[src/shared/pll_cfg_pkg.sv]
// Package with offsets, reset values and field structs of the divider configuration bank
package pll_cfg_pkg;
  localparam int ADDR_W = 8;
  localparam int DATA_W = 8;
  // Byte offsets
  localparam logic [7:0] OFF_PLL1_FB_LOW = 8'h09;
  localparam logic [7:0] OFF_PLL1_FILTER_AND_FB_HIGH = 8'h0a;
  localparam logic [7:0] OFF_PLL1_CHARGE_PUMP = 8'h0b;
  localparam logic [7:0] OFF_PLL1_SPREAD_REF_DIVIDER = 8'h0c;
  localparam logic [7:0] OFF_PLL1_SPREAD_FB_HIGH = 8'h0d;
  localparam logic [7:0] OFF_PLL1_SPREAD_FB_LOW = 8'h0e;
  localparam logic [7:0] OFF_OUTPUT_DIVIDER_ONE_TWO = 8'h0f;
  localparam logic [7:0] OFF_PLL2_INT_FB_HIGH = 8'h10;
  localparam logic [7:0] OFF_PLL2_INT_FB_LOW = 8'h11;
  localparam logic [7:0] OFF_PLL2_FRAC_FB_HIGH = 8'h12;
  localparam logic [7:0] OFF_PLL2_FRAC_FB_LOW = 8'h13;
  localparam int FIRST_OFF = 9;
  localparam int NUM_BYTES = 11;
  // Power-up values, index 0 is byte 09h
  localparam logic [7:0] RST_PLL1_FB_LOW = 8'h58;
  localparam logic [7:0] RST_PLL1_FILTER_AND_FB_HIGH = 8'hb2;
  localparam logic [7:0] RST_PLL1_CHARGE_PUMP = 8'h06;
  localparam logic [7:0] RST_PLL1_SPREAD_REF_DIVIDER = 8'h00;
  localparam logic [7:0] RST_PLL1_SPREAD_FB_HIGH = 8'h00;
  localparam logic [7:0] RST_PLL1_SPREAD_FB_LOW = 8'h00;
  localparam logic [7:0] RST_OUTPUT_DIVIDER_ONE_TWO = 8'h33;
  localparam logic [7:0] RST_PLL2_INT_FB_HIGH = 8'h00;
  localparam logic [7:0] RST_PLL2_INT_FB_LOW = 8'h3c;
  localparam logic [7:0] RST_PLL2_FRAC_FB_HIGH = 8'h00;
  localparam logic [7:0] RST_PLL2_FRAC_FB_LOW = 8'h00;
  // Writable bit masks; pll2_int_fb_high keeps only bits 2..0
  localparam logic [7:0] MASK_FULL = 8'hff;
  localparam logic [7:0] MASK_PLL2_INT_FB_HIGH = 8'h07;
  localparam int FB_INT_W = 11;
  localparam int WIDE_W = 16;
  localparam int OUTDIV_W = 4;

  typedef struct packed {
    logic first_loop_res_large;
    logic first_loop_res_half;
    logic first_loop_res_quarter;
    logic first_loop_res_eighth;
    logic first_loop_res_only_small;
    logic [FB_INT_W-1:0] first_fb_int;
  } first_loop_t;

  typedef struct packed {
    logic first_pump_mult_32;
    logic first_pump_mult_16;
    logic first_pump_mult_8;
    logic first_pump_mult_4;
    logic first_pump_mult_2;
    logic first_pump_mult_1;
    logic first_pump_div_24;
    logic first_pump_div_3;
  } first_pump_t;

  typedef struct packed {
    logic first_spread_ref_sel23;
    logic [6:0] first_spread_ref_divider;
    logic [WIDE_W-1:0] first_spread_fb_divider;
  } first_spread_t;

  typedef struct packed {
    logic [OUTDIV_W-1:0] out_divider_one_code;
    logic [OUTDIV_W-1:0] out_divider_two_code;
  } out_div_t;

  typedef struct packed {
    logic [FB_INT_W-1:0] second_fb_int;
    logic [WIDE_W-1:0] second_fb_fraction;
  } second_fb_t;

  typedef struct packed {
    logic wr_en;
    logic [ADDR_W-1:0] addr;
    logic [DATA_W-1:0] wdata;
  } cfg_write_t;
endpackage

[src/cfg_byte_reg.sv]
// One configuration byte with power-up value and writable-bit mask
`timescale 1ns/1ps
module cfg_byte_reg
  import pll_cfg_pkg::*;
#(
  parameter logic [7:0] RESET_VALUE = 8'h00,
  parameter logic [7:0] WRITE_MASK = 8'hff
) (
  input wire logic mclk,
  input wire logic rst,
  input wire logic wr_sel,
  input wire logic [7:0] wdata,
  output logic [7:0] value
);
  logic [7:0] value_reg;
  logic [7:0] value_next;

  // Masked bits hold their reset value, so reserved bits never change
  always_comb begin
    value_next = value_reg;
    if (wr_sel) begin
      value_next = (wdata & WRITE_MASK) | (value_reg & ~WRITE_MASK);
    end
  end

  always_ff @(posedge mclk) begin
    if (rst) begin
      value_reg <= RESET_VALUE;
    end else begin
      value_reg <= value_next;
    end
  end

  assign value = value_reg;
endmodule

[src/cfg_read_mux.sv]
// Registered read-back multiplexer over the configuration bytes
`timescale 1ns/1ps
module cfg_read_mux
  import pll_cfg_pkg::*;
(
  input wire logic mclk,
  input wire logic rst,
  input wire logic [ADDR_W-1:0] rd_addr,
  input wire logic [NUM_BYTES*8-1:0] bytes_flat,
  output logic [DATA_W-1:0] rdata
);
  logic [DATA_W-1:0] rdata_reg;
  logic [DATA_W-1:0] rdata_next;
  logic [ADDR_W-1:0] idx;

  // Unmapped offsets read as zero
  always_comb begin
    idx = rd_addr - ADDR_W'(FIRST_OFF);
    rdata_next = 8'h00;
    if (rd_addr >= ADDR_W'(FIRST_OFF) && idx < ADDR_W'(NUM_BYTES)) begin
      rdata_next = bytes_flat[idx*8 +: 8];
    end
  end

  always_ff @(posedge mclk) begin
    if (rst) begin
      rdata_reg <= 8'h00;
    end else begin
      rdata_reg <= rdata_next;
    end
  end

  assign rdata = rdata_reg;
endmodule

[src/pll_divider_config_bank.sv]
// Byte-wide configuration bank for loop filter, pump and divider settings
`timescale 1ns/1ps
module pll_divider_config_bank
  import pll_cfg_pkg::*;
(
  input wire logic mclk,
  input wire logic rst,
  input cfg_write_t wr_req,
  input wire logic [ADDR_W-1:0] rd_addr,
  output logic [DATA_W-1:0] rdata,
  output first_loop_t first_loop,
  output first_pump_t first_pump,
  output first_spread_t first_spread,
  output out_div_t out_div,
  output second_fb_t second_fb
);
  localparam logic [7:0] RESETS [NUM_BYTES] = '{
    RST_PLL1_FB_LOW, RST_PLL1_FILTER_AND_FB_HIGH, RST_PLL1_CHARGE_PUMP,
    RST_PLL1_SPREAD_REF_DIVIDER, RST_PLL1_SPREAD_FB_HIGH, RST_PLL1_SPREAD_FB_LOW,
    RST_OUTPUT_DIVIDER_ONE_TWO, RST_PLL2_INT_FB_HIGH, RST_PLL2_INT_FB_LOW,
    RST_PLL2_FRAC_FB_HIGH, RST_PLL2_FRAC_FB_LOW};

  logic [7:0] bytes [NUM_BYTES];
  logic [NUM_BYTES*8-1:0] bytes_flat;

  // Each byte decodes its own offset; generate keeps the map in one place
  for (genvar i = 0; i < NUM_BYTES; i++) begin : g_byte
    localparam logic [7:0] OFF = 8'(FIRST_OFF + i);
    logic hit;
    assign hit = wr_req.wr_en && (wr_req.addr == OFF);
    cfg_byte_reg #(
      .RESET_VALUE(RESETS[i]),
      .WRITE_MASK((OFF == OFF_PLL2_INT_FB_HIGH) ? MASK_PLL2_INT_FB_HIGH : MASK_FULL)
    ) u_byte (
      .mclk(mclk),
      .rst(rst),
      .wr_sel(hit),
      .wdata(wr_req.wdata),
      .value(bytes[i])
    );
    assign bytes_flat[i*8 +: 8] = bytes[i];
  end

  cfg_read_mux u_rd (
    .mclk(mclk),
    .rst(rst),
    .rd_addr(rd_addr),
    .bytes_flat(bytes_flat),
    .rdata(rdata)
  );

  // Field decode, registered again so outputs come from flip-flops
  first_loop_t first_loop_reg;
  first_loop_t first_loop_next;
  first_pump_t first_pump_reg;
  first_pump_t first_pump_next;
  first_spread_t first_spread_reg;
  first_spread_t first_spread_next;
  out_div_t out_div_reg;
  out_div_t out_div_next;
  second_fb_t second_fb_reg;
  second_fb_t second_fb_next;

  always_comb begin
    first_loop_next.first_loop_res_large = bytes[1][7];
    first_loop_next.first_loop_res_half = bytes[1][6];
    first_loop_next.first_loop_res_quarter = bytes[1][5];
    first_loop_next.first_loop_res_eighth = bytes[1][4];
    first_loop_next.first_loop_res_only_small = bytes[1][3];
    first_loop_next.first_fb_int = {bytes[1][2:0], bytes[0]};
    first_pump_next = bytes[2];
    first_spread_next.first_spread_ref_sel23 = bytes[3][7];
    first_spread_next.first_spread_ref_divider = bytes[3][6:0];
    first_spread_next.first_spread_fb_divider = {bytes[4], bytes[5]};
    out_div_next.out_divider_one_code = bytes[6][7:4];
    out_div_next.out_divider_two_code = bytes[6][3:0];
    second_fb_next.second_fb_int = {bytes[7][2:0], bytes[8]};
    second_fb_next.second_fb_fraction = {bytes[9], bytes[10]};
  end

  // Reset images match the byte reset values so outputs agree from the start
  always_ff @(posedge mclk) begin
    if (rst) begin
      first_loop_reg <= {RST_PLL1_FILTER_AND_FB_HIGH[7:3], RST_PLL1_FILTER_AND_FB_HIGH[2:0], RST_PLL1_FB_LOW};
      first_pump_reg <= RST_PLL1_CHARGE_PUMP;
      first_spread_reg <= {RST_PLL1_SPREAD_REF_DIVIDER, RST_PLL1_SPREAD_FB_HIGH, RST_PLL1_SPREAD_FB_LOW};
      out_div_reg <= RST_OUTPUT_DIVIDER_ONE_TWO;
      second_fb_reg <= {RST_PLL2_INT_FB_HIGH[2:0], RST_PLL2_INT_FB_LOW, RST_PLL2_FRAC_FB_HIGH,
                        RST_PLL2_FRAC_FB_LOW};
    end else begin
      first_loop_reg <= first_loop_next;
      first_pump_reg <= first_pump_next;
      first_spread_reg <= first_spread_next;
      out_div_reg <= out_div_next;
      second_fb_reg <= second_fb_next;
    end
  end

  assign first_loop = first_loop_reg;
  assign first_pump = first_pump_reg;
  assign first_spread = first_spread_reg;
  assign out_div = out_div_reg;
  assign second_fb = second_fb_reg;

  // Assertions
  a_reserved_read_zero: assert property (@(posedge mclk) disable iff (rst)
    rd_addr == OFF_PLL2_INT_FB_HIGH |=> rdata[7:3] == 5'h00)
    else $error("reserved bits of second divider high read nonzero");
  a_reserved_hold: assert property (@(posedge mclk) disable iff (rst)
    bytes[7][7:3] == 5'h00)
    else $error("reserved bits of second divider high changed");
  a_loop_res_write: assert property (@(posedge mclk) disable iff (rst)
    wr_req.wr_en && wr_req.addr == OFF_PLL1_FILTER_AND_FB_HIGH
    |=> ##1 first_loop.first_loop_res_large == $past(wr_req.wdata[7], 2))
    else $error("large loop resistor not taken from write");
  a_small_res_write: assert property (@(posedge mclk) disable iff (rst)
    wr_req.wr_en && wr_req.addr == OFF_PLL1_FILTER_AND_FB_HIGH
    |=> ##1 first_loop.first_loop_res_only_small == $past(wr_req.wdata[3], 2))
    else $error("small loop resistor not taken from write");
  a_first_fb_high: assert property (@(posedge mclk) disable iff (rst)
    wr_req.wr_en && wr_req.addr == OFF_PLL1_FILTER_AND_FB_HIGH
    |=> ##1 first_loop.first_fb_int[10:8] == $past(wr_req.wdata[2:0], 2))
    else $error("first divider high bits wrong");
  a_first_fb_low: assert property (@(posedge mclk) disable iff (rst)
    wr_req.wr_en && wr_req.addr == OFF_PLL1_FB_LOW
    |=> ##1 first_loop.first_fb_int[7:0] == $past(wr_req.wdata, 2))
    else $error("first divider low bits wrong");
  a_pump_write: assert property (@(posedge mclk) disable iff (rst)
    wr_req.wr_en && wr_req.addr == OFF_PLL1_CHARGE_PUMP |=> ##1 first_pump == $past(wr_req.wdata, 2))
    else $error("pump byte not taken");
  a_spread_ref: assert property (@(posedge mclk) disable iff (rst)
    wr_req.wr_en && wr_req.addr == OFF_PLL1_SPREAD_REF_DIVIDER
    |=> ##1 first_spread.first_spread_ref_sel23 == $past(wr_req.wdata[7], 2))
    else $error("spread ref select not taken");
  a_spread_fb_high: assert property (@(posedge mclk) disable iff (rst)
    wr_req.wr_en && wr_req.addr == OFF_PLL1_SPREAD_FB_HIGH
    |=> ##1 first_spread.first_spread_fb_divider[15:8] == $past(wr_req.wdata, 2))
    else $error("spread feedback high wrong");
  a_out_div_two: assert property (@(posedge mclk) disable iff (rst)
    wr_req.wr_en && wr_req.addr == OFF_OUTPUT_DIVIDER_ONE_TWO
    |=> ##1 out_div.out_divider_two_code == $past(wr_req.wdata[3:0], 2))
    else $error("output divider two wrong");
  a_out_div_reset: assert property (@(posedge mclk)
    $fell(rst) |-> out_div == RST_OUTPUT_DIVIDER_ONE_TWO)
    else $error("output divider reset value wrong");
  a_second_int_high: assert property (@(posedge mclk) disable iff (rst)
    wr_req.wr_en && wr_req.addr == OFF_PLL2_INT_FB_HIGH
    |=> ##1 second_fb.second_fb_int[10:8] == $past(wr_req.wdata[2:0], 2))
    else $error("second divider high wrong");
  a_second_int_reset: assert property (@(posedge mclk)
    $fell(rst) |-> second_fb.second_fb_int == {RST_PLL2_INT_FB_HIGH[2:0], RST_PLL2_INT_FB_LOW})
    else $error("second divider reset value wrong");
  a_second_frac_low: assert property (@(posedge mclk) disable iff (rst)
    wr_req.wr_en && wr_req.addr == OFF_PLL2_FRAC_FB_LOW
    |=> ##1 second_fb.second_fb_fraction[7:0] == $past(wr_req.wdata, 2))
    else $error("second fraction low wrong");
  c_write_loop: cover property (@(posedge mclk) wr_req.wr_en && wr_req.addr == OFF_PLL1_FILTER_AND_FB_HIGH);
  c_write_reserved: cover property (@(posedge mclk) wr_req.wr_en && wr_req.addr == OFF_PLL2_INT_FB_HIGH
    && wr_req.wdata[7:3] != 5'h00);
  c_read_fraction: cover property (@(posedge mclk) rd_addr == OFF_PLL2_FRAC_FB_HIGH);
  c_back_to_back: cover property (@(posedge mclk) wr_req.wr_en ##1 wr_req.wr_en);
  c_reset_release: cover property (@(posedge mclk) $fell(rst));

  // Remaining fields, two edges after the taking edge
  a_half_res_write: assert property (@(posedge mclk) disable iff (rst)
    wr_req.wr_en && wr_req.addr == OFF_PLL1_FILTER_AND_FB_HIGH
    |=> ##1 first_loop.first_loop_res_half == $past(wr_req.wdata[6], 2))
    else $error("half loop resistor not taken from write");
  a_quarter_res_write: assert property (@(posedge mclk) disable iff (rst)
    wr_req.wr_en && wr_req.addr == OFF_PLL1_FILTER_AND_FB_HIGH
    |=> ##1 first_loop.first_loop_res_quarter == $past(wr_req.wdata[5], 2))
    else $error("quarter loop resistor not taken from write");
  a_eighth_res_write: assert property (@(posedge mclk) disable iff (rst)
    wr_req.wr_en && wr_req.addr == OFF_PLL1_FILTER_AND_FB_HIGH
    |=> ##1 first_loop.first_loop_res_eighth == $past(wr_req.wdata[4], 2))
    else $error("eighth loop resistor not taken from write");
  a_spread_ref_div: assert property (@(posedge mclk) disable iff (rst)
    wr_req.wr_en && wr_req.addr == OFF_PLL1_SPREAD_REF_DIVIDER
    |=> ##1 first_spread.first_spread_ref_divider == $past(wr_req.wdata[6:0], 2))
    else $error("spread ref divider not taken");
  a_spread_fb_low: assert property (@(posedge mclk) disable iff (rst)
    wr_req.wr_en && wr_req.addr == OFF_PLL1_SPREAD_FB_LOW
    |=> ##1 first_spread.first_spread_fb_divider[7:0] == $past(wr_req.wdata, 2))
    else $error("spread feedback low wrong");
  a_out_div_one: assert property (@(posedge mclk) disable iff (rst)
    wr_req.wr_en && wr_req.addr == OFF_OUTPUT_DIVIDER_ONE_TWO
    |=> ##1 out_div.out_divider_one_code == $past(wr_req.wdata[7:4], 2))
    else $error("output divider one wrong");
  a_second_int_low: assert property (@(posedge mclk) disable iff (rst)
    wr_req.wr_en && wr_req.addr == OFF_PLL2_INT_FB_LOW
    |=> ##1 second_fb.second_fb_int[7:0] == $past(wr_req.wdata, 2))
    else $error("second divider low wrong");
  a_second_frac_high: assert property (@(posedge mclk) disable iff (rst)
    wr_req.wr_en && wr_req.addr == OFF_PLL2_FRAC_FB_HIGH
    |=> ##1 second_fb.second_fb_fraction[15:8] == $past(wr_req.wdata, 2))
    else $error("second fraction high wrong");

  // Reserved bits dropped, offsets outside the map ignored
  a_reserved_write_drop: assert property (@(posedge mclk) disable iff (rst)
    wr_req.wr_en && wr_req.addr == OFF_PLL2_INT_FB_HIGH
    |=> bytes[7] == {5'h00, $past(wr_req.wdata[2:0])})
    else $error("second divider high byte took reserved bits");
  a_refused_write: assert property (@(posedge mclk) disable iff (rst)
    wr_req.wr_en && (wr_req.addr < OFF_PLL1_FB_LOW || wr_req.addr > OFF_PLL2_FRAC_FB_LOW)
    |=> $stable(bytes_flat))
    else $error("write outside the map changed a byte");
  a_unmapped_read: assert property (@(posedge mclk) disable iff (rst)
    rd_addr < OFF_PLL1_FB_LOW || rd_addr > OFF_PLL2_FRAC_FB_LOW |=> rdata == 8'h00)
    else $error("unmapped offset read nonzero");

  // A field may only move two edges after a write
  a_loop_stands: assert property (@(posedge mclk) disable iff (rst)
    !wr_req.wr_en |=> ##1 $stable(first_loop))
    else $error("loop fields changed without a write");
  a_pump_stands: assert property (@(posedge mclk) disable iff (rst)
    !wr_req.wr_en |=> ##1 $stable(first_pump))
    else $error("pump fields changed without a write");
  a_spread_stands: assert property (@(posedge mclk) disable iff (rst)
    !wr_req.wr_en |=> ##1 $stable(first_spread))
    else $error("spread fields changed without a write");
  a_out_div_stands: assert property (@(posedge mclk) disable iff (rst)
    !wr_req.wr_en |=> ##1 $stable(out_div))
    else $error("output divider codes changed without a write");
  a_second_stands: assert property (@(posedge mclk) disable iff (rst)
    !wr_req.wr_en |=> ##1 $stable(second_fb))
    else $error("second divider fields changed without a write");
  a_read_stands: assert property (@(posedge mclk) disable iff (rst)
    !wr_req.wr_en ##1 $stable(rd_addr) |=> $stable(rdata))
    else $error("read data changed with a steady address");

  // Power-up images at the first edge after reset
  a_loop_res_reset: assert property (@(posedge mclk)
    $fell(rst) |-> first_loop[15:11] == RST_PLL1_FILTER_AND_FB_HIGH[7:3])
    else $error("loop resistor reset value wrong");
  a_first_fb_reset: assert property (@(posedge mclk)
    $fell(rst) |-> first_loop.first_fb_int == {RST_PLL1_FILTER_AND_FB_HIGH[2:0], RST_PLL1_FB_LOW})
    else $error("first divider reset value wrong");
  a_pump_reset: assert property (@(posedge mclk)
    $fell(rst) |-> first_pump == RST_PLL1_CHARGE_PUMP)
    else $error("pump reset value wrong");
  a_spread_reset: assert property (@(posedge mclk)
    $fell(rst) |-> first_spread == {RST_PLL1_SPREAD_REF_DIVIDER, RST_PLL1_SPREAD_FB_HIGH, RST_PLL1_SPREAD_FB_LOW})
    else $error("spread reset value wrong");
  a_second_high_reset: assert property (@(posedge mclk)
    $fell(rst) |-> second_fb.second_fb_int[10:8] == RST_PLL2_INT_FB_HIGH[2:0])
    else $error("second divider high reset value wrong");
  a_second_frac_reset: assert property (@(posedge mclk)
    $fell(rst) |-> second_fb.second_fb_fraction == {RST_PLL2_FRAC_FB_HIGH, RST_PLL2_FRAC_FB_LOW})
    else $error("second fraction reset value wrong");
  a_read_reset: assert property (@(posedge mclk)
    $fell(rst) |-> rdata == 8'h00)
    else $error("read data not cleared by reset");

  // Read path and field decode are separate logic; both see one byte image
  a_read_first_low: assert property (@(posedge mclk) disable iff (rst)
    rd_addr == OFF_PLL1_FB_LOW |=> rdata == first_loop[7:0])
    else $error("first divider low read back differs");
  a_read_loop_byte: assert property (@(posedge mclk) disable iff (rst)
    rd_addr == OFF_PLL1_FILTER_AND_FB_HIGH |=> rdata == first_loop[15:8])
    else $error("loop byte read back differs");
  a_read_pump: assert property (@(posedge mclk) disable iff (rst)
    rd_addr == OFF_PLL1_CHARGE_PUMP |=> rdata == first_pump)
    else $error("pump byte read back differs");
  a_read_ref_div: assert property (@(posedge mclk) disable iff (rst)
    rd_addr == OFF_PLL1_SPREAD_REF_DIVIDER
    |=> rdata == {first_spread.first_spread_ref_sel23, first_spread.first_spread_ref_divider})
    else $error("spread ref byte read back differs");
  a_read_spread_high: assert property (@(posedge mclk) disable iff (rst)
    rd_addr == OFF_PLL1_SPREAD_FB_HIGH |=> rdata == first_spread.first_spread_fb_divider[15:8])
    else $error("spread feedback high read back differs");
  a_read_spread_low: assert property (@(posedge mclk) disable iff (rst)
    rd_addr == OFF_PLL1_SPREAD_FB_LOW |=> rdata == first_spread.first_spread_fb_divider[7:0])
    else $error("spread feedback low read back differs");
  a_read_out_div: assert property (@(posedge mclk) disable iff (rst)
    rd_addr == OFF_OUTPUT_DIVIDER_ONE_TWO |=> rdata == out_div)
    else $error("output divider byte read back differs");
  a_read_second_high: assert property (@(posedge mclk) disable iff (rst)
    rd_addr == OFF_PLL2_INT_FB_HIGH |=> rdata == {5'h00, second_fb.second_fb_int[10:8]})
    else $error("second divider high read back differs");
  a_read_second_low: assert property (@(posedge mclk) disable iff (rst)
    rd_addr == OFF_PLL2_INT_FB_LOW |=> rdata == second_fb.second_fb_int[7:0])
    else $error("second divider low read back differs");
  a_read_fraction_high: assert property (@(posedge mclk) disable iff (rst)
    rd_addr == OFF_PLL2_FRAC_FB_HIGH |=> rdata == second_fb.second_fb_fraction[15:8])
    else $error("second fraction high read back differs");
  a_read_fraction_low: assert property (@(posedge mclk) disable iff (rst)
    rd_addr == OFF_PLL2_FRAC_FB_LOW |=> rdata == second_fb.second_fb_fraction[7:0])
    else $error("second fraction low read back differs");
endmodule

[config.mk]
export PLATFORM = sky130hd
export DESIGN_NAME = pll_divider_config_bank
export DESIGN_NICKNAME = d
export VERILOG_FILES = /design/src/shared/pll_cfg_pkg.sv /design/src/cfg_byte_reg.sv /design/src/cfg_read_mux.sv /design/src/pll_divider_config_bank.sv
export SDC_FILE = /design/constraint.sdc
export NUM_CORES = 1
export LEC_CHECK = 0
export ABC_AREA = 0
export BUFFER_PORTS_ARGS = -buffer_cell sky130_fd_sc_hd__buf_2
export CORE_ASPECT_RATIO = 1.4
export CORE_MARGIN = 5
export CORE_UTILIZATION = 45
export DETAILED_ROUTE_END_ITERATION = 6
export PLACE_DENSITY = 0.66
export SYNTH_ARGS = -nofsm -noshare
export SYNTH_HDL_FRONTEND = slang
export SYNTH_HIERARCHICAL = 1
export SYNTH_SLANG_ARGS = --single-unit
[constraint.sdc]
create_clock -name mclk -period 2.4 [get_ports mclk]
set_input_delay 0.24 -clock mclk [delete_from_list [all_inputs] [get_ports mclk]]
set_output_delay 0.24 -clock mclk [all_outputs]
set_load 0.1 [all_outputs]
==> results of run 1 <==
area by class of cell:
cell class	count	share of cell area
Inverter	2	0.000964
Multi-Input combinational cell	358	0.351
Clock buffer	17	0.0546
Timing Repair Buffer	135	0.0977
Sequential cell	174	0.447
Clock inverter	15	0.0186
Tap cell	189	0.0304
per-stage QoR:
step | util | cell area, um2
final | 0.542 | 7790
after global routing | 0.542 | 7790
after CTS | 0.542 | 7790
after detailed placement | 0.502 | 7220
after global placement | 0.502 | 7220
after floorplan | - | 6530
power by group through the flow:
stage | registers, mW | clock network (mW) | logic [mW]
after global routing | 2.89 | 2.79 | 0.343
after CTS | 2.89 | 2.67 | 0.323
final | 2.89 | 2.62 | 0.322
after detailed placement | 2.96 | 0 | 0.321
after floorplan | 2.97 | 0 | 0.208
after global placement | 2.96 | 0 | 0.314
synth_stat cells (2+ instances only):
library cell	number
mux4_2	14
and2b_1	3
clkbuf_8	2
mux2i_1	82
nor2b_2	10
o22a_1	8
mux4_1	2
or3b_2	2
nor2_1	83
nand2b_1	2
nor2b_1	71
buf_6	14
xnor2_1	2
a21oi_1	11
buf_4	6
a211o_1	16
o21ai_0	2
or2_2	17
clkbuf_1	13
nor3_1	11
buf_1	5
dfxtp_1	174
metal layers:
layer  vias up  routed length (um)  GRT usage
li1       2164                   -          -
met1      2116                5850      0.203
met2       123                8160      0.330
met3        22                 783     0.0369
met4         0                 444     0.0777
met5         -                   0          0
path summary, 6_finish.rpt:
kind	to	slack [ns]	depth (start not counted)
worst max-delay path	u_rd/rdata[4]$_SDFF_PP0_	0.71	8
worst min-delay path	g_byte[4].u_byte/value[2]$_SDFFE_PP0P_	0.18	2
worst max register to register	u_rd/rdata[3]$_SDFF_PP0_	0.86	4
worst min register to register	second_fb[19]$_SDFF_PP1_	0.46	1
kinds of logic (layout without fill, tap and decap cells):
group,count (synthesis),in the layout
buf+inv,45,169
fa+ha+maj,1,1
mux,98,98
other cells,1,5
flops,174,174
compound gates,39,39
simple gates,211,211
xor+xnor,4,4
==> impl_results.md, run 1 <==
* Commonest register cell after synthesis: dfxtp_1
* Switching portion of total power at 0.248
* Netlist cell types at 45
* CP top delay family: multiplexers
* Drt pass-1 iters at 4
* Final setup TNS at 0 ns
* Critical path endpoint category: register
* CP bufs+invs at 2
* Iter 0 DRT Violations at 266
* Root Driver: clkbuf_16
* Pwr Density at 748 nW/um2
* Largest net degree at the start of global routing at 84
* Top post-synthesis cells by area: dfxtp_1 (53%), mux2i_1 (13%), nor2b_1 (6.8%)
* Die Span Y at 152 um
* Post-synthesis register bit count at 174
* Synth Area in Compound Gates at 0.0449
* Cts bufs inserted at 17
* DIE WIDTH at 112 um
* Worst EP required at 2.69 ns
* Internal power at 4.39 mW
* Avg WL per Cell at 17.1 um
* Average cell area after synthesis at 11.4 um2
* Crit share post-route at 0.704
* Starting Density at 0.453
* Startpoint types: primary input
* Peak supply drop at 0.413 mV
* Multi-input gate area at 2730 um2
* Post-Synth XOR/XNOR Area at 0.00768
* Clock Skew at 0.0129 ns
* Antenna viol nets, final at 0
* Port bufs at 117
* Clock slew at reported path FFs at 0.07 ns
* Post-cts resize count at 0
* DR vias at 4425
* Hold WS at 0.183 ns
* Core area at 14400 um2
* Ant diodes at 0
* Most common cell after layout, fill and taps aside: dfxtp_1
* Clock Power Share at 0.449
* Final setup vio count at 0
* LEAKAGE at 3.11 nW
* CTS Hold Buffers Added at 0
* Crit path cell chain: buf_2 > inv_1 > ha_1 > xor2_2 > mux4_1 > mux2i_1 > o22a_1 > nor2_1
* Largest area contributor in the netlist: dfxtp_1
* Post-route insts no fill at 890
* Reg area at 3480 um2
* Vias per inst at 4.97
* Logic pwr share at 0.055
* Synth Area in Simple Gates at 0.178
* Die area at 17000 um2
* Total wire length at 15.2 mm
* Relative slew slack at 0.571
* Worst hold path class: in2reg
* Worst Setup Slack post-DPL at 0.295 ns
* Max FFs per register at 83
* RSZ-0062 raised after global routing: false
* Count of final hold-check violations at 0
* Setup CP Type: in2reg
* Power Total at 5.83 mW
* Hold Path Origin: rst
* EDFF count, synth at 0
* Row count at 52
* Inst Count DP at 858
* Critical-path top delay cell: mux4_1
* Most frequent cells in the layout: dfxtp_1 (174), buf_2 (116), nor2_1 (83)
* Layout cells sized above 1 at 0.311
* Yosys warns at 6
* Status: completed
* Slew Viols, Final at 0
* Area Overhead vs Synth at 19.5%
* Post-DP HPWL at 10.9 mm
* Ys async rst share at 0
* Grt ovf at 0
* Clk Latency, worst-skew pair at 0.42 ns
* Vias in the first global route at 4487
* Largest family of logic cells by synthesized area: multiplexers
* Post-Synth Adder-Cell Area at 0.00192
* Worst R2R Start: g_byte[4].u_byte/value[3]$_SDFFE_PP0P_
* Post-Syn Instances at 573
* Post-synth top area share at 0.534
* Remaining DRCs at 0
* Switching power at 1.44 mW
* Clock sinks at 174
* GPL Wtd Cong at 0.865
* Post-synthesis mux area share at 0.182
* H-tree levels at 4
* IO Pins at 118
* Global-route total usage across every layer at 0.181
* Max Root-Sink Buffers at 2
* Setup ws final at 0.710 ns
* Max Cap Viol at 0
* Post-CTS Setup Inserts at 0
* Slowest stage delay, CP at 0.60 ns
* CTS tree: built
* Final #Nets at 716
* Global-route wire length before repair at 24.1 mm
* Post-layout min period at 1.69 ns
* Initial antenna violation count at 0
* Synthesized area at 6520 um2
* Worst-margin pin slew at 0.639 ns
* Fillers at 1304
* Highest fanout seen on the critical path at 6
* Sequential share of the synthesized area at 0.534
* F_max at 592 MHz
* Crit path from: rd_addr[1]
* Worst EP arrival at 1.98 ns
* Sequential power share at 0.496
Power figures use the tool's default switching activity.
==> run 2: changes to the inputs <==
ABC_AREA = 1   (was 0)
PLACE_DENSITY = 0.67   (was 0.66)
clock period = 1.55 ns   (was 2.4 ns; I/O delays follow)
==> run 2 against run 1 <==
Net effect:
- die area is 11% higher
- flip-flop and latch count stayed put
- synthesized cell count is 85% higher
- clock-buffer cell count is 2 higher
- combinational power is 120% higher
- worst setup slack worse by 0.55 ns
- non-clock buffer count is 7 higher
- critical endpoint is now rdata[7]
- highest routed layer unchanged
==> impl_results.md, run 2 <==
* Count leader, synth: nor2_1 (was dfxtp_1)
* Yosys warns at 6 (unchanged)
* Slew Viols, Final at 0 (unchanged)
* GPL Wtd Cong at 0.872 (was 0.865)
* Initial antenna violation count at 0 (unchanged)
* Top post-synthesis cells by area: dfxtp_1 (48%), nor2_1 (14%), nand2_1 (12%) (was dfxtp_1 (53%), mux2i_1 (13%), nor2b_1 (6.8%))
* Power Total at 9.52 mW (was 5.83 mW)
* Clock sinks at 174 (unchanged)
* CTS tree: built (unchanged)
* Drt pass-1 iters at 5 (was 4)
* Layout cells sized above 1 at 0.180 (was 0.311)
* Peak supply drop at 0.657 mV (was 0.413 mV)
* Worst hold path class: in2reg (unchanged)
* Worst EP required at 1.39 ns (was 2.69 ns)
* Vias in the first global route at 5925 (was 4487)
* Ant diodes at 0 (unchanged)
* Core area at 16000 um2 (was 14400 um2)
* Multi-input gate area at 2800 um2 (was 2730 um2)
* Max Cap Viol at 0 (unchanged)
* Final #Nets at 1212 (was 716)
* Antenna viol nets, final at 0 (unchanged)
* Root Driver: clkbuf_16 (unchanged)
* Clk Latency, worst-skew pair at 0.43 ns (was 0.42 ns)
* Global-route wire length before repair at 30.3 mm (was 24.1 mm)
* Sequential share of the synthesized area at 0.477 (was 0.534)
* Netlist cell types at 27 (was 45)
* Critical path endpoint category: primary output (was register)
* Status: completed (unchanged)
* Hold WS at 0.117 ns (was 0.183 ns)
* Slowest stage delay, CP at 0.45 ns (was 0.60 ns)
* Starting Density at 0.455 (was 0.453)
* CTS Hold Buffers Added at 0 (unchanged)
* CP bufs+invs at 1 (was 2)
* Most frequent cells in the layout: nor2_1 (275), nand2_1 (227), inv_1 (183) (was dfxtp_1 (174), buf_2 (116), nor2_1 (83))
* Crit path cell chain: buf_2 (was buf_2 > inv_1 > ha_1 > xor2_2 > mux4_1 > mux2i_1 > o22a_1 > nor2_1)
* Vias per inst at 4.62 (was 4.97)
* Post-CTS Setup Inserts at 0 (unchanged)
* Area Overhead vs Synth at 18.5% (was 19.5%)
* Post-Syn Instances at 1061 (was 573)
* Port bufs at 117 (unchanged)
* Final setup vio count at 0 (unchanged)
* Post-DP HPWL at 13.6 mm (was 10.9 mm)
* CP top delay family: buffers and inverters (was multiplexers)
* Synth top cells by count: nor2_1 (275), nand2_1 (227), inv_1 (183) (was dfxtp_1 (174), nor2_1 (83), mux2i_1 (82))
* Row count at 55 (was 52)
* Die area at 18900 um2 (was 17000 um2)
* Synthesized area at 7300 um2 (was 6520 um2)
* Crit share post-route at 0.896
* Reg area at 3480 um2 (unchanged)
* Post-synth top area share at 0.477 (was 0.534)
* Ys async rst share at 0 (unchanged)
* IO Pins at 118 (unchanged)
* Largest area contributor in the netlist: dfxtp_1 (unchanged)
* H-tree levels at 4 (unchanged)
* Avg WL per Cell at 13.5 um (was 17.1 um)
* Worst EP arrival at 1.23 ns (was 1.98 ns)
* F_max at 720 MHz
* Count of final hold-check violations at 0 (unchanged)
* Most common cell after layout, fill and taps aside: nor2_1 (was dfxtp_1)
* EDFF count, synth at 0 (unchanged)
* Global-route total usage across every layer at 0.200 (was 0.181)
* Post-cts resize count at 0 (unchanged)
* DIE WIDTH at 118 um (was 112 um)
* Largest net degree at the start of global routing at 49 (was 84)
* Highest fanout seen on the critical path at 1 (was 6)
* Final setup TNS at 0 ns (unchanged)
* FF-to-FF setup slack at 0.37 ns (was 0.86 ns)
* Critical-path top delay cell: buf_2 (was mux4_1)
* LEAKAGE at 4.15 nW (was 3.11 nW)
* Post-synthesis register bit count at 174 (unchanged)
* Setup CP Type: reg2out (was in2reg)
* DR vias at 6447 (was 4425)
* Startpoint types: register (was primary input)
* Max FFs per register at 83 (unchanged)
* RSZ-0062 raised after global routing: false (unchanged)
* Pwr Density at 1100 nW/um2 (was 748 nW/um2)
* Cts bufs inserted at 17 (unchanged)
* Remaining DRCs at 0 (unchanged)
* Iter 0 DRT Violations at 380 (was 266)
* Grt ovf at 0 (unchanged)
* Total wire length at 18.8 mm (was 15.2 mm)
* Max Root-Sink Buffers at 2 (unchanged)
* Average cell area after synthesis at 6.88 um2 (was 11.4 um2)
* Post-layout min period at 1.39 ns
* Fillers at 1590 (was 1304)
* Clock slew at reported path FFs at 0.07 ns (about the same)
* Die Span Y at 161 um (was 152 um)
* Clock Skew at 0.00850 ns (was 0.0129 ns)
* Commonest register cell after synthesis: dfxtp_1 (unchanged)
## run 2: changes by cell type after synthesis, moves of 11 or more
cell     before  now
o21ai_0       2   24
nand2_1       1  227
nor2_1       83  275
mux4_2       14    0
nand3_1       1   70
a21oi_1      11    0
inv_1         1  183
nor2b_1      71    0
a211o_1      16    0
or2_0         0   15
mux2i_1      82    0
## run 2: kinds of logic (layout without fill, tap and decap cells)
logic type / after synthesis / count (layout) / synth area share
compound gates: 24 / 24 / 0.0165
xor+xnor: 2 / 2 / 0.00497
fa+ha+maj: 1 / 1 / 0.00171
buf+inv: 230 / 362 / 0.141
flops: 174 / 174 / 0.477
other cells: 1 / 5 / 0.000514
simple gates: 629 / 629 / 0.358
## run 2: per-layer routing
layer  share of wire  track usage  wire [um]
met1            0.41        0.237       7710
met2            0.50        0.351       9490
met3           0.053       0.0405        999
met4           0.032       0.0835        594
met5               0            0          0
## run 2: stage by stage
stage          setup slack [ns]  instances   util  area (um2)
3_3_place_gp            0.00550       1364  0.502        8040
6_report                  0.162       1396  0.539        8650
5_1_grt                   0.139       1396  0.539        8650
3_5_place_dp          -0.000180       1364  0.502        8040
4_1_cts                   0.137       1396  0.539        8650
2_1_floorplan            0.0240       1065      -        7320
## run 2: final timing paths
kind | end | cells past startpoint | from
min reg2reg | first_spread[9]$_SDFF_PP0_ | 2 | g_byte[4].u_byte/value[1]$_SDFFE_PP0P_
max reg2reg | u_rd/rdata[2]$_SDFF_PP0_ | 6 | g_byte[2].u_byte/value[2]$_SDFFE_PP1P_
min | second_fb[6]$_SDFF_PP0_ | 2 | rst
max | rdata[7] | 1 | u_rd/rdata[7]$_SDFF_PP0_
## run 2: area by class of cell
type                       instances  area share
multi-input combinational        661       0.324
inverter                         188      0.0819
tap                              199      0.0288
clock buffer                      19      0.0524
sequential                       174       0.403
clock inverter                    13      0.0175
timing repair buffer             142      0.0923
## run 2: where the power goes
| group | leakage (nW) | internal (mW) | switching [mW] |
|---|---|---|---|
| registers | 1.40 | 4.48 | 0.00669 |
| clock network | 0.283 | 2.49 | 1.84 |
| logic | 2.47 | 0.225 | 0.484 |
## run 2: worst reg2reg max path: cells and delay by family (launching register included)
| kind | cells | cell delay, ns |
|---|---|---|
| AND/OR/NAND/NOR | 4 | 0.30 |
| flip-flops | 1 | 0.34 |
| AO/OA/AOI/OAI | 1 | 0.37 |
| buffers and inverters | 1 | 0.04 |
==> run 3: changes to the inputs <==
ABC_CLOCK_PERIOD_IN_PS = 1550   (was not set)
BUFFER_PORTS_ARGS = -buffer_cell sky130_fd_sc_hd__buf_4   (was -buffer_cell sky130_fd_sc_hd__buf_2)
==> run 3 against run 2 <==
Net effect:
- register-to-register slack gained 0.05 ns
- clock power shrank 6.3%
- clock skew is essentially flat
- via count shrank 1.6%
- critical path depth is the same
- sequential power is essentially flat
- combinational power grew 0.7%
- sequential share of layout area shrank 1.0 points
- final area grew 2.6%
- first-iteration DRC count grew 17%
- critical endpoint is now rdata[4]
- highest routed layer unchanged
==> impl_results.md, run 3 (synthesis results as in run 2) <==
* Status: completed (unchanged)
* Post-route insts no fill at 1393 (was 1396)
* Antenna viol nets, final at 0 (unchanged)
* Starting Density at 0.455 (unchanged)
* Area after DPL at 8310 um2 (was 8040 um2)
* Area Overhead vs Synth at 21.6% (was 18.5%)
* Most common cell after layout, fill and taps aside: nor2_1 (unchanged)
* Worst Setup Slack post-DPL at -0.0341 ns (was -0.000180 ns)
* Largest net degree at the start of global routing at 49 (unchanged)
* Crit share post-route at 0.815 (was 0.896)
* Final setup vio count at 0 (unchanged)
* Peak supply drop at 0.660 mV (was 0.657 mV)
* Port bufs at 117 (unchanged)
* Clock Skew at 0.00836 ns (was 0.00850 ns)
* Max Root-Sink Buffers at 2 (unchanged)
* Slowest stage delay, CP at 0.37 ns (was 0.45 ns)
* Pwr Density at 1040 nW/um2 (was 1100 nW/um2)
* CP top delay family: flip-flops (was buffers and inverters)
* Total wire length at 18.9 mm (was 18.8 mm)
* Final setup TNS at 0 ns (unchanged)
* Max Cap Viol at 0 (unchanged)
* Initial antenna violation count at 0 (unchanged)
* Max FFs per register at 83 (unchanged)
* IO Pins at 118 (unchanged)
* Highest fanout seen on the critical path at 1 (unchanged)
* Setup CP Type: reg2out (unchanged)
* DR vias at 6346 (was 6447)
* Final #Nets at 1209 (was 1212)
* Clock sinks at 174 (unchanged)
* Clock slew at reported path FFs at 0.06 ns (was 0.07 ns)
* Critical-path top delay cell: dfxtp_1 (was buf_2)
* GPL Wtd Cong at 0.892 (was 0.872)
* Die Span Y at 161 um (unchanged)
* Slew Viols, Final at 0 (unchanged)
* Hold WS at 0.107 ns (was 0.117 ns)
* Iter 0 DRT Violations at 444 (was 380)
* CTS tree: built (unchanged)
* Core area at 16000 um2 (unchanged)
* Drt pass-1 iters at 5 (unchanged)
* Root Driver: clkbuf_16 (unchanged)
* Global-route total usage across every layer at 0.203 (was 0.200)
* Vias in the first global route at 6025 (was 5925)
* LEAKAGE at 4.17 nW (was 4.15 nW)
* Ant diodes at 0 (unchanged)
* CP bufs+invs at 1 (unchanged)
* Startpoint types: register (unchanged)
* Remaining DRCs at 0 (unchanged)
* Critical path endpoint category: primary output (unchanged)
* Worst hold path class: in2reg (unchanged)
* Post-layout min period at 1.26 ns (was 1.39 ns)
* Worst EP arrival at 1.11 ns (was 1.23 ns)
* Cts bufs inserted at 17 (unchanged)
* CTS Hold Buffers Added at 0 (unchanged)
* Global-route wire length before repair at 30.8 mm (was 30.3 mm)
* RSZ-0062 raised after global routing: false (unchanged)
* Most frequent cells in the layout: nor2_1 (275), nand2_1 (227), inv_1 (183) (unchanged)
* Post-CTS Setup Inserts at 0 (unchanged)
* Grt ovf at 0 (unchanged)
* Worst EP required at 1.39 ns (about the same)
* Inst Count DP at 1361 (was 1364)
* Clk Latency, worst-skew pair at 0.43 ns (about the same)
* Vias per inst at 4.56 (was 4.62)
* Count of final hold-check violations at 0 (unchanged)
* Post-DP HPWL at 13.6 mm (about the same)
* Post-cts resize count at 0 (unchanged)
* Row count at 55 (unchanged)
* F_max at 792 MHz (was 720 MHz)
* H-tree levels at 4 (unchanged)
* Crit path cell chain: buf_4 (was buf_2)
* Setup ws final at 0.287 ns (was 0.162 ns)
* Finished Cell Area at 8870 um2 (was 8650 um2)
* Layout cells sized above 1 at 0.176 (was 0.180)
* DIE WIDTH at 118 um (unchanged)
* Avg WL per Cell at 13.6 um (was 13.5 um)
* Die area at 18900 um2 (unchanged)
[run 3: worst register-to-register path: stages, from the launching register on]
cell	delay, ns
dfxtp_1	0.33
or2_2	0.29
nand2_1	0.06
nand3_1	0.09
nand3_1	0.11
nand2_1	0.05
inv_1	0.04
nor2_1	0.03
[run 3: final timing paths]
| check | slack (ns) | to | from | depth (start not counted) |
|---|---|---|---|---|
| max | 0.29 | rdata[4] | u_rd/rdata[4]$_SDFF_PP0_ | 1 |
| min | 0.11 | g_byte[0].u_byte/value[6]$_SDFFE_PP1P_ | wr_req[6] | 3 |
| max reg2reg | 0.42 | u_rd/rdata[5]$_SDFF_PP0_ | g_byte[6].u_byte/value[5]$_SDFFE_PP1P_ | 7 |
| min reg2reg | 0.44 | first_spread[10]$_SDFF_PP0_ | g_byte[4].u_byte/value[2]$_SDFFE_PP0P_ | 2 |
[run 3: metrics by stage]
stage	utilization	total power [mW]
floorplan	-	5.06
global placement	0.518	5.29
detailed placement	0.518	5.30
CTS	0.553	9.32
global route	0.553	9.62
finish	0.553	9.25
[run 3: routing by layer]
metal	up-vias	global-route usage	part of all wire
li1	3314	-	-
met1	2812	0.244	0.42
met2	171	0.347	0.49
met3	49	0.0416	0.053
met4	0	0.0949	0.037
met5	-	0	0
[run 3: where the power goes]
group | switching (mW) | total, mW | internal [mW]
combinational | 0.479 | 0.714 | 0.235
sequential | 0.00694 | 4.49 | 4.48
clock | 1.79 | 4.05 | 2.26
[run 3: cell type report]
| cell class | instances | area (um2) |
|---|---|---|
| clock buffers | 20 | 447 |
| clock inverters | 12 | 113 |
| fillers | 1571 | 7160 |
| inverters | 188 | 708 |
| multi-input cells | 661 | 2800 |
| flip-flops and latches | 174 | 3480 |
| well taps | 199 | 249 |
| repair buffers | 139 | 1070 |
